--- config.mk ---
export PLATFORM = sky130hd
export DESIGN_NAME = tts_tape_transport_op_sequencer
export DESIGN_NICKNAME = d
export VERILOG_FILES = /design/src/tts_pkg.sv /design/src/tts_tape_transport_op_sequencer.sv
export SDC_FILE = /design/constraint.sdc
export NUM_CORES = 1
export LEC_CHECK = 0
export BUFFER_PORTS_ARGS = -buffer_cell sky130_fd_sc_hd__buf_2
export CELL_PAD_IN_SITES_DETAIL_PLACEMENT = 0
export CELL_PAD_IN_SITES_GLOBAL_PLACEMENT = 1
export CORE_ASPECT_RATIO = 1.2
export CORE_MARGIN = 2
export CORE_UTILIZATION = 51
export DETAILED_ROUTE_END_ITERATION = 16
export PLACE_DENSITY = 0.81
export SETUP_SLACK_MARGIN = 0.5
export SYNTH_ARGS = -nofsm -noshare
export SYNTH_HDL_FRONTEND = slang
export SYNTH_SLANG_ARGS = --single-unit
--- constraint.sdc ---
create_clock -name clk -period 4.6 [get_ports clk]
set_input_delay 0.92 -clock clk [delete_from_list [all_inputs] [get_ports clk]]
set_output_delay 0.92 -clock clk [all_outputs]
set_load 0.01 [all_outputs]
--- src/tts_pkg.sv ---
// ====================================================================
// Constants shared by the tape operation sequencer
package tts_pkg;

  // ==================================================================
  // Host register map, byte addresses
  localparam logic [7:0] REG_CMD    = 8'h00;
  localparam logic [7:0] REG_COUNT  = 8'h04;
  localparam logic [7:0] REG_ADDR   = 8'h08;
  localparam logic [7:0] REG_DATA   = 8'h0C;
  localparam logic [7:0] REG_STATUS = 8'h10;
  localparam logic [7:0] REG_MASK   = 8'h14;
  localparam logic [7:0] REG_ACCDLY = 8'h18;
  localparam logic [7:0] REG_POSTDLY = 8'h1C;

  // ==================================================================
  // Command register fields
  localparam int CMD_FN_LO  = 0;
  localparam int CMD_SEL_LO = 2;
  localparam int CMD_PE     = 5;
  localparam int CMD_GO     = 6;
  localparam logic [1:0] FN_WRITE  = 2'h0;
  localparam logic [1:0] FN_READ   = 2'h1;
  localparam logic [1:0] FN_SPACE  = 2'h2;
  localparam logic [1:0] FN_REWIND = 2'h3;

  // Density select codes
  localparam logic [2:0] DEN_800  = 3'h2;
  localparam logic [2:0] DEN_1600 = 3'h4;

  // ==================================================================
  // Status bits: low three sticky, busy and ready live, hard and soft held until the next go
  localparam int ST_DONE  = 0;
  localparam int ST_CHAR  = 1;
  localparam int ST_ERR   = 2;
  localparam int ST_BUSY  = 8;
  localparam int ST_HARD  = 9;
  localparam int ST_SOFT  = 10;
  localparam int ST_READY = 11;

  // ==================================================================
  // Reset values and timing
  localparam logic [15:0] ACCDLY_RST  = 16'h0010;
  localparam logic [15:0] POSTDLY_RST = 16'h0008;
  localparam int CLK_PERIOD_NS = 25;
  localparam int TICK_NS       = 1000;
  localparam logic [5:0] TICK_CYCLES = 6'(TICK_NS / CLK_PERIOD_NS);

  // Synchroniser vector layout
  localparam int SY_WCLK = 0;
  localparam int SY_RSTB = 1;
  localparam int SY_RDY  = 2;
  localparam int SY_VPE  = 3;
  localparam int SY_RD   = 4;
  localparam int SY_W    = 13;

  typedef enum logic [6:0] {
    S_IDLE  = 7'h01,
    S_START = 7'h02,
    S_ACCEL = 7'h04,
    S_XFER  = 7'h08,
    S_EOR   = 7'h10,
    S_POST  = 7'h20,
    S_HALT  = 7'h40
  } tts_state_type;

endpackage

--- src/tts_tape_transport_op_sequencer.sv ---
// Design decisions made here: the register addresses and the plain strobed port.
`timescale 1ns/1ps
`default_nettype none
// Notes on behaviour
// Host loads command, count and address registers by address decode and strobe.
// Command selects the transport and decodes into transport command lines.
// Set pulse only after the selected transport reports ready.
// Transport moves tape forward on read, write or space forward.
// Count acceleration delay, then drop acceleration indication before any data.
// Transport paces each written character with write timing clock pulses.
// Write enable is asserted to open the write channels during writes.
// One record strobe per character, each with its own parity bit.
// Count characters; at the count write end character or postamble.
// Read logic stays on during writes and checks readback parity.
// Skew errors abort at once; parity errors are reported at the end.
// On read, read data lines load the data buffer register.
// After end, count post delay, then assert stop.
// Host reads any register back through a select multiplexer.
// Stop is released before the set pulse; rewind ends on its own.
// Acceleration indication high while idle or accelerating, low during data.
// Write timing clock comes only at speed; rate follows density select. The transport model toggles it every 100 ns at either density.
// Density select: 800 bpi is 010, 1600 bpi is 100.
// One set pulse per operation, none until the previous one has stopped.
module tts_tape_transport_op_sequencer (
  // Clock and reset
  input  wire logic        clk,
  input  wire logic        rst_n,
  // Host register port
  input  wire logic [7:0]  addr,
  input  wire logic [15:0] wdata,
  input  wire logic        wr,
  input  wire logic        rd,
  output logic      [15:0] rdata,
  output logic             irq,
  // Transport commands
  output logic      [2:0]  slave_select,
  output logic             forward_cmd,
  output logic             rewind_cmd,
  output logic             write_enable,
  output logic             slave_set_pulse,
  output logic             stop,
  output logic             acceleration_indication,
  output logic      [2:0]  density_select_lines,
  // Write channel
  output logic      [7:0]  write_data,
  output logic             write_parity,
  output logic             record_strobe,
  // Transport status and read channel
  input  wire logic        write_timing_clock,
  input  wire logic        read_strobe,
  input  wire logic        slave_ready,
  input  wire logic        vert_parity_error,
  input  wire logic [8:0]  read_data_lines
);

  // ==================================================================
  // Decode used by both the write and the read side
  function automatic logic hit(input logic [7:0] a, input logic [7:0] off);
    hit = (a == off);
  endfunction

  tts_pkg::tts_state_type st_q;
  logic [6:0]  cmd_q;
  logic [15:0] count_q, addr_q, cnt_q, acc_q, post_q, dly_q;
  logic [8:0]  dat_q;
  logic [2:0]  stat_q, mask_q;
  logic [7:0]  lrc_q;
  logic [5:0]  div_q;
  logic        hard_q, soft_q, tick;
  logic [tts_pkg::SY_W-1:0] sy1_q, sy2_q;
  logic [1:0]  edge_q;

  // ==================================================================
  // Input synchronisers; the first stage feeds only the second
  // Data and strobe share one depth, so a strobe edge meets settled data
  wire logic [tts_pkg::SY_W-1:0] raw = {read_data_lines, vert_parity_error, slave_ready,
                                        read_strobe, write_timing_clock};
  for (genvar i = 0; i < tts_pkg::SY_W; i++) begin : g_sync
    always_ff @(posedge clk or negedge rst_n) begin
      if (!rst_n) begin
        sy1_q[i] <= 1'b0;
        sy2_q[i] <= 1'b0;
      end else begin
        sy1_q[i] <= raw[i];
        sy2_q[i] <= sy1_q[i];
      end
    end
  end

  always_ff @(posedge clk or negedge rst_n) begin
    if (!rst_n) edge_q <= 2'h0;
    else edge_q <= {sy2_q[tts_pkg::SY_RSTB], sy2_q[tts_pkg::SY_WCLK]};
  end

  wire logic       rdy_s   = sy2_q[tts_pkg::SY_RDY];
  wire logic       vpe_s   = sy2_q[tts_pkg::SY_VPE];
  wire logic [8:0] rd_s    = sy2_q[tts_pkg::SY_RD +: 9];
  wire logic       wclk_up = sy2_q[tts_pkg::SY_WCLK] & ~edge_q[0];
  wire logic       rs_up   = sy2_q[tts_pkg::SY_RSTB] & ~edge_q[1];

  // ==================================================================
  // Decoded events
  wire logic [1:0] fn      = cmd_q[tts_pkg::CMD_FN_LO +: 2];
  wire logic       is_wr   = (fn == tts_pkg::FN_WRITE);
  wire logic       go      = wr & hit(addr, tts_pkg::REG_CMD) & wdata[tts_pkg::CMD_GO]
                             & (st_q == tts_pkg::S_IDLE);
  wire logic       ch_wr   = (st_q == tts_pkg::S_XFER) & is_wr & wclk_up & ~vpe_s;
  wire logic       ch_rd   = (st_q == tts_pkg::S_XFER) & ~is_wr & rs_up & ~vpe_s;
  wire logic       rb_chk  = (st_q == tts_pkg::S_XFER) & is_wr & rs_up;
  wire logic       eor_go  = (st_q == tts_pkg::S_EOR) & wclk_up;
  wire logic       last    = (16'(cnt_q + 16'h0001) >= count_q);
  wire logic       done_ev = (st_q == tts_pkg::S_HALT) & rdy_s;
  wire logic       rewound = (st_q == tts_pkg::S_START) & rdy_s & ~stop & (fn == tts_pkg::FN_REWIND);
  wire logic       rd_par_bad = ~(^rd_s);
  wire logic [2:0] ev      = {(done_ev | rewound) & (hard_q | soft_q), ch_wr | ch_rd,
                              done_ev | rewound};

  // ==================================================================
  // Microsecond tick for the motion delays
  localparam logic [5:0] TICK_M1 = tts_pkg::TICK_CYCLES - 6'h01;
  // Free-running tick keeps delays cheap; each delay may run up to one tick longer
  assign tick = (div_q == TICK_M1);
  always_ff @(posedge clk or negedge rst_n) begin
    if (!rst_n) div_q <= 6'h00;
    else if (tick) div_q <= 6'h00;
    else div_q <= div_q + 6'h01;
  end

  // ==================================================================
  // Operation sequence
  always_ff @(posedge clk or negedge rst_n) begin
    if (!rst_n) begin
      st_q            <= tts_pkg::S_IDLE;
      slave_set_pulse <= 1'b0;
      stop            <= 1'b1;
      dly_q           <= 16'h0000;
    end else begin
      slave_set_pulse <= 1'b0;
      if (tick && dly_q != 16'h0000) dly_q <= dly_q - 16'h0001;
      case (st_q)
        tts_pkg::S_IDLE: begin
          if (go) begin
            st_q <= tts_pkg::S_START;
            stop <= 1'b0;
          end
        end
        tts_pkg::S_START: begin
          if (rdy_s && !stop) begin
            slave_set_pulse <= 1'b1;
            dly_q <= acc_q;
            st_q  <= (fn == tts_pkg::FN_REWIND) ? tts_pkg::S_IDLE : tts_pkg::S_ACCEL;
          end
        end
        tts_pkg::S_ACCEL: begin
          if (tick && dly_q == 16'h0000) st_q <= tts_pkg::S_XFER;
        end
        tts_pkg::S_XFER: begin
          // Count 0 behaves as 1: the first character already reaches the end
          if (vpe_s) begin
            st_q  <= tts_pkg::S_POST;
            dly_q <= post_q;
          end else if ((ch_wr || ch_rd) && last) begin
            st_q  <= is_wr ? tts_pkg::S_EOR : tts_pkg::S_POST;
            dly_q <= post_q;
          end
        end
        tts_pkg::S_EOR: begin
          if (wclk_up) begin
            st_q  <= tts_pkg::S_POST;
            dly_q <= post_q;
          end
        end
        tts_pkg::S_POST: begin
          if (tick && dly_q == 16'h0000) begin
            stop <= 1'b1;
            st_q <= tts_pkg::S_HALT;
          end
        end
        tts_pkg::S_HALT: begin
          if (rdy_s) st_q <= tts_pkg::S_IDLE;
        end
        default: st_q <= tts_pkg::S_IDLE;
      endcase
    end
  end

  // Acceleration indication drops only while characters move; it stays low while
  // the end character's strobe stands, which leaves the data state one cycle early
  assign acceleration_indication = ~((st_q == tts_pkg::S_XFER) | (st_q == tts_pkg::S_EOR)
                                     | record_strobe);

  // ==================================================================
  // Transport command lines, latched when an operation is launched
  always_ff @(posedge clk or negedge rst_n) begin
    if (!rst_n) begin
      slave_select         <= 3'h0;
      forward_cmd          <= 1'b0;
      rewind_cmd           <= 1'b0;
      write_enable         <= 1'b0;
      density_select_lines <= tts_pkg::DEN_800;
    end else if (go) begin
      slave_select <= wdata[tts_pkg::CMD_SEL_LO +: 3];
      forward_cmd  <= (wdata[1:0] != tts_pkg::FN_REWIND);
      rewind_cmd   <= (wdata[1:0] == tts_pkg::FN_REWIND);
      write_enable <= (wdata[1:0] == tts_pkg::FN_WRITE);
      density_select_lines <= wdata[tts_pkg::CMD_PE] ? tts_pkg::DEN_1600 : tts_pkg::DEN_800;
    end
  end

  // ==================================================================
  // Write channel; end character is the running check character at 800 bpi, all zeros at 1600 bpi
  always_ff @(posedge clk or negedge rst_n) begin
    if (!rst_n) begin
      write_data    <= 8'h00;
      write_parity  <= 1'b1;
      record_strobe <= 1'b0;
      lrc_q         <= 8'h00;
    end else begin
      record_strobe <= ch_wr | eor_go;
      if (go) lrc_q <= 8'h00;
      if (ch_wr) begin
        write_data   <= dat_q[7:0];
        write_parity <= ~(^dat_q[7:0]);
        lrc_q        <= lrc_q ^ dat_q[7:0];
      end else if (eor_go) begin
        write_data   <= cmd_q[tts_pkg::CMD_PE] ? 8'h00 : lrc_q;
        write_parity <= cmd_q[tts_pkg::CMD_PE] ? 1'b1 : ~(^lrc_q);
      end
    end
  end

  // ==================================================================
  // Host registers, counters and error flags
  always_ff @(posedge clk or negedge rst_n) begin
    if (!rst_n) begin
      cmd_q   <= 7'h00;
      count_q <= 16'h0000;
      addr_q  <= 16'h0000;
      dat_q   <= 9'h000;
      mask_q  <= 3'h0;
      acc_q   <= tts_pkg::ACCDLY_RST;
      post_q  <= tts_pkg::POSTDLY_RST;
      cnt_q   <= 16'h0000;
      hard_q  <= 1'b0;
      soft_q  <= 1'b0;
    end else begin
      // Command, count, address and delay writes are refused while busy so a running operation cannot be retargeted
      if (wr && st_q == tts_pkg::S_IDLE) begin
        if (hit(addr, tts_pkg::REG_CMD)) cmd_q <= {1'b0, wdata[5:0]};
        if (hit(addr, tts_pkg::REG_COUNT)) count_q <= wdata;
        if (hit(addr, tts_pkg::REG_ADDR)) addr_q <= wdata;
        if (hit(addr, tts_pkg::REG_ACCDLY)) acc_q <= wdata;
        if (hit(addr, tts_pkg::REG_POSTDLY)) post_q <= wdata;
      end
      if (wr && hit(addr, tts_pkg::REG_MASK)) mask_q <= wdata[2:0];
      if (ch_rd && fn == tts_pkg::FN_READ) dat_q <= rd_s;
      else if (wr && hit(addr, tts_pkg::REG_DATA)) dat_q <= wdata[8:0];
      if (go) begin
        cnt_q  <= 16'h0000;
        hard_q <= 1'b0;
        soft_q <= 1'b0;
      end else if (ch_wr || ch_rd) begin
        cnt_q  <= cnt_q + 16'h0001;
        addr_q <= addr_q + 16'h0001;
      end
      if (st_q == tts_pkg::S_XFER && vpe_s) hard_q <= 1'b1;
      if ((ch_rd || rb_chk) && rd_par_bad) soft_q <= 1'b1;
    end
  end

  // ==================================================================
  // Sticky status; a new event beats a clear in the same cycle
  always_ff @(posedge clk or negedge rst_n) begin
    if (!rst_n) stat_q <= 3'h0;
    else if (wr && hit(addr, tts_pkg::REG_STATUS)) stat_q <= (stat_q & ~wdata[2:0]) | ev;
    else stat_q <= stat_q | ev;
  end
  assign irq = |(stat_q & mask_q);

  // ==================================================================
  // Read-back multiplexer, data one cycle after the strobe
  always_ff @(posedge clk or negedge rst_n) begin
    if (!rst_n) rdata <= 16'h0000;
    else if (rd) begin
      rdata <= 16'h0000;
      if (hit(addr, tts_pkg::REG_CMD)) rdata <= {9'h000, cmd_q};
      if (hit(addr, tts_pkg::REG_COUNT)) rdata <= count_q;
      if (hit(addr, tts_pkg::REG_ADDR)) rdata <= addr_q;
      if (hit(addr, tts_pkg::REG_DATA)) rdata <= {7'h00, dat_q};
      if (hit(addr, tts_pkg::REG_STATUS))
        rdata <= {4'h0, rdy_s, soft_q, hard_q, st_q != tts_pkg::S_IDLE, 5'h00, stat_q};
      if (hit(addr, tts_pkg::REG_MASK)) rdata <= {13'h0000, mask_q};
      if (hit(addr, tts_pkg::REG_ACCDLY)) rdata <= acc_q;
      if (hit(addr, tts_pkg::REG_POSTDLY)) rdata <= post_q;
    end
  end

  // ==================================================================
  // Latched command lines against the command register while busy
  wire logic in_motion = (st_q == tts_pkg::S_ACCEL) | (st_q == tts_pkg::S_XFER)
                         | (st_q == tts_pkg::S_EOR) | (st_q == tts_pkg::S_POST);
endmodule
`default_nettype wire

==> flow_summary_export.csv <==
group,metric,value,unit
synthesis,mappedNetlistNets,1116,
clock_network,clk_latency,0.51,ns
floorplan,die_height,162,um
route,dr.first_iter.drc_count,824,
worst_setup_path,worstPathRequired,5.01,ns
synthesis,synth.top_cells.by_area,"sky130_fd_sc_hd__dfrtp_1 47%, sky130_fd_sc_hd__mux2_2 6.5%, sky130_fd_sc_hd__nor2_1 3.2%",
finish,num-fill-cells,1796,
floorplan,fp-row-count,57,
sta,timing.fmax,0.282,GHz
synthesis,syn-cell-area,10600,um2
global_routing,global_route_wire_length_before_repair,44600,um
pwr,finalPower,4610,uW
sta,grt_setup_unrepaired,"false",
clock_network,root_buffer,"sky130_fd_sc_hd__clkbuf_16",
worst_setup_path,worst-path-buf-inv,0,
sta,slew-limit-headroom,0.268,
finish,drive_gt1_frac,0.189,
synthesis,syn_inst,1054,
synthesis,netlist.top_cell.by_area,"sky130_fd_sc_hd__dfrtp_1",
route,wl_per_cell,20.0,um
synthesis,synth_fa_ha_area_frac,0.0249,
sta,fin_worst_skew,0.0101,ns
route,postRouteAntennaNets,0,
synthesis,ys.flop_type,"sky130_fd_sc_hd__dfrtp_1",
floorplan,placeableCoreArea,20300,um2
global_routing,track_usage,0.260,
synthesis,synth-edff-count,0,
route,vias,8357,
pwr,power.density_cell_area,388,nW/um2
route,drtPass1Iterations,9,
synthesis,ys_types,71,
clock_network,cts_post_setup_buffers_inserted,0,
run_status,outcome,"finished clean",
sta,final-setup-viol-count,0,
route,totalWireLength,27900,um
synthesis,synth-warning-count,0,
synthesis,yosysTopAreaCellShare,0.469,
worst_setup_path,data_arrival_time_of_the_critical_path,3.96,ns
clock_network,post_cts_gate_resize_count,0,
sta,tightestPinTransition,1.09,ns
sta,worst_hold_slack,0.348,ns
floorplan,die_area,21900,um2
finish,layout.nets,1176,
synthesis,synth.avg_cell_area,10.0,um2
route,vias_per_cell,5.99,
hold_path,worst_hold_path_type,"flop to flop",
place,portBuffers,78,
synthesis,async_reset_ff_frac,1.00,
clock_network,clk_path_buf_depth,3,
clock_network,clock_pin_slew_worst_setup_and_hold_paths,0.06,ns
clock_network,cts-buffers-inserted,22,
place,gpl.final_weighted_congestion,0.873,
run,timing.max_cap.violations,0,
sta,setup_total_negative_slack,0,ns
worst_setup_path,worstSetupStartpointType,"flop",
floorplan,start_util,0.521,
sta,period_share,0.771,
worst_setup_path,worst_path_max_delay_cell,"sky130_fd_sc_hd__a2111oi_0",
clock_network,cts.sink_count,204,
clock_network,cts_hold_buf,0,
pwr,static-leakage-power,0.00534,uW
finish,layout-area-overhead-vs-synth,12.7,%
sta,finalHoldViolations,0,
worst_setup_path,worst_path_largest_cell_delay,0.69,ns
synthesis,yosys.cell_count.top_type,"sky130_fd_sc_hd__dfrtp_1",
pwr,vdd_drop_max,0.286,mV
global_routing,grt_start_max_net_pins,97,
worst_setup_path,critical_path.endpoint_type,"flop",
worst_setup_path,worstPathCellList,"ha_1 -> and3_1 -> and3_1 -> xor2_1 -> ha_1 -> a21o_1 -> a2111oi_0 -> o211a_1 -> nor3_1 -> o31ai_1",
synthesis,post_synth_mux_area_share,0.0867,
synthesis,synthSimpleGateAreaFrac,0.153,
worst_setup_path,worst-path-max-fanout,16,
sta,final_period_minus_worst_setup_slack,3.55,ns
clock_network,htree_levels,1,
global_routing,initial_antenna_violation_count,1,
synthesis,synth_compound_gate_area_share,0.166,
sta,final_max_slew_viol_count,0,
clock_network,clock_tree_from_tritoncts,"built",
worst_setup_path,worstSetupPathType,"flop to flop",
synthesis,synth-seq-cells,204,
synthesis,commonest_cells_post_synth,"198 x sky130_fd_sc_hd__dfrtp_1, 91 x sky130_fd_sc_hd__nor2_1, 89 x sky130_fd_sc_hd__nand2_1",
global_routing,first_global_vias,8109,
synthesis,synthXorXnorAreaFrac,0.0473,
route,drt_drc_violations_left,0,
global_routing,grt_overflow,0,
place,post-dp-hpwl,20000,um
synthesis,share_of_the_yosys_chip_area_belonging_to_registers,0.484,
synthesis,synth_top_family_by_area,"compound AO/OA/AOI/OAI gates",
floorplan,die_x,135,um
worst_setup_path,critical-path-top-delay-family,"compound AO/OA/AOI/OAI gates",
floorplan,num_io_pins,80,
cells in the final DEF (no fill, tap or decap), types with 22 or more instances in the layout:
cell                        Yosys  final
sky130_fd_sc_hd__nor3_1        37     36
sky130_fd_sc_hd__xor2_1        24     24
sky130_fd_sc_hd__dfrtp_1      198    198
sky130_fd_sc_hd__nor2_1        91     91
sky130_fd_sc_hd__buf_2         10     77
sky130_fd_sc_hd__mux2_2        61     61
sky130_fd_sc_hd__a22oi_1       24     24
sky130_fd_sc_hd__a21oi_1       53     53
sky130_fd_sc_hd__nand2_1       89     89
sky130_fd_sc_hd__o21ai_0       62     62
sky130_fd_sc_hd__inv_1         40     40
sky130_fd_sc_hd__o31ai_1       22     22
sky130_fd_sc_hd__xnor2_1       33     33
sky130_fd_sc_hd__clkbuf_16      0     23
per-stage QoR:
| step | cell area (um2) | std cells | util | worst slack [ns] |
|---|---|---|---|---|
| CTS | 11900 | 1394 | 0.587 | 1.03 |
| finish | 11900 | 1395 | 0.587 | 1.05 |
| detailed placement | 11200 | 1355 | 0.552 | 0.826 |
| floorplan | 10600 | 1054 | - | 1.38 |
| global route | 11900 | 1394 | 0.587 | 0.783 |
| global placement | 11200 | 1355 | 0.552 | 0.899 |
power breakdown:
part	internal (uW)	switching (uW)
Clock	1010	714
Combinational	353	541
Sequential	1890	104
cell families after synthesis:
kind of cell	count (synthesis)
other	1
adders and majority gates	21
xor gates and xnor gates	57
and+or+nand+nor	330
DFF	204
muxes	80
AOI/OAI and AO/OA	262
buffers and inverters	99
state kept, by name (all words and copies together) (netlist names), 7 cells and up:
register    count
addr_q         16
dly_q          16
rd_s            9
lrc_q           8
cnt_q          16
rdata          16
sy1_q          13
dat_q           9
count_q        16
st_q            7
write_data      8
acc_q          16
post_q         16
final timing paths:
kind                          start   endpoint  slack, ns  cells after the start
hold reg to reg            sy1_q[2]      rdy_s       0.35                      0
max in group asynchronous     rst_n   acc_q[8]       3.21                      2
setup / recovery           cnt_q[0]  dly_q[14]       1.05                     10
setup reg to reg           cnt_q[0]  dly_q[14]       1.05                     10
hold / removal             sy1_q[2]      rdy_s       0.35                      0
min in group asynchronous     rst_n    st_q[3]       0.47                      1
routing by layer:
metal | global-route usage | vias to the layer above | share of wire
met3 | 0.0333 | 60 | 0.053
met2 | 0.429 | 251 | 0.49
met4 | 0.0942 | 0 | 0.033
li1 | - | 3951 | -
met5 | 0 | - | 0
met1 | 0.355 | 4095 | 0.42
area by class of cell:
type	count	area, um2	share of cell area
clock buffer	34	677	0.0569
sequential	204	5110	0.430
clock inverter	5	28.8	0.00242
multi-input combinational	751	5050	0.425
antenna	1	2.50	0.000210
tap	265	332	0.0279
timing repair buffer	95	539	0.0453
inverter	40	150	0.0126
Note: power is estimated with default switching activity, not from simulation.
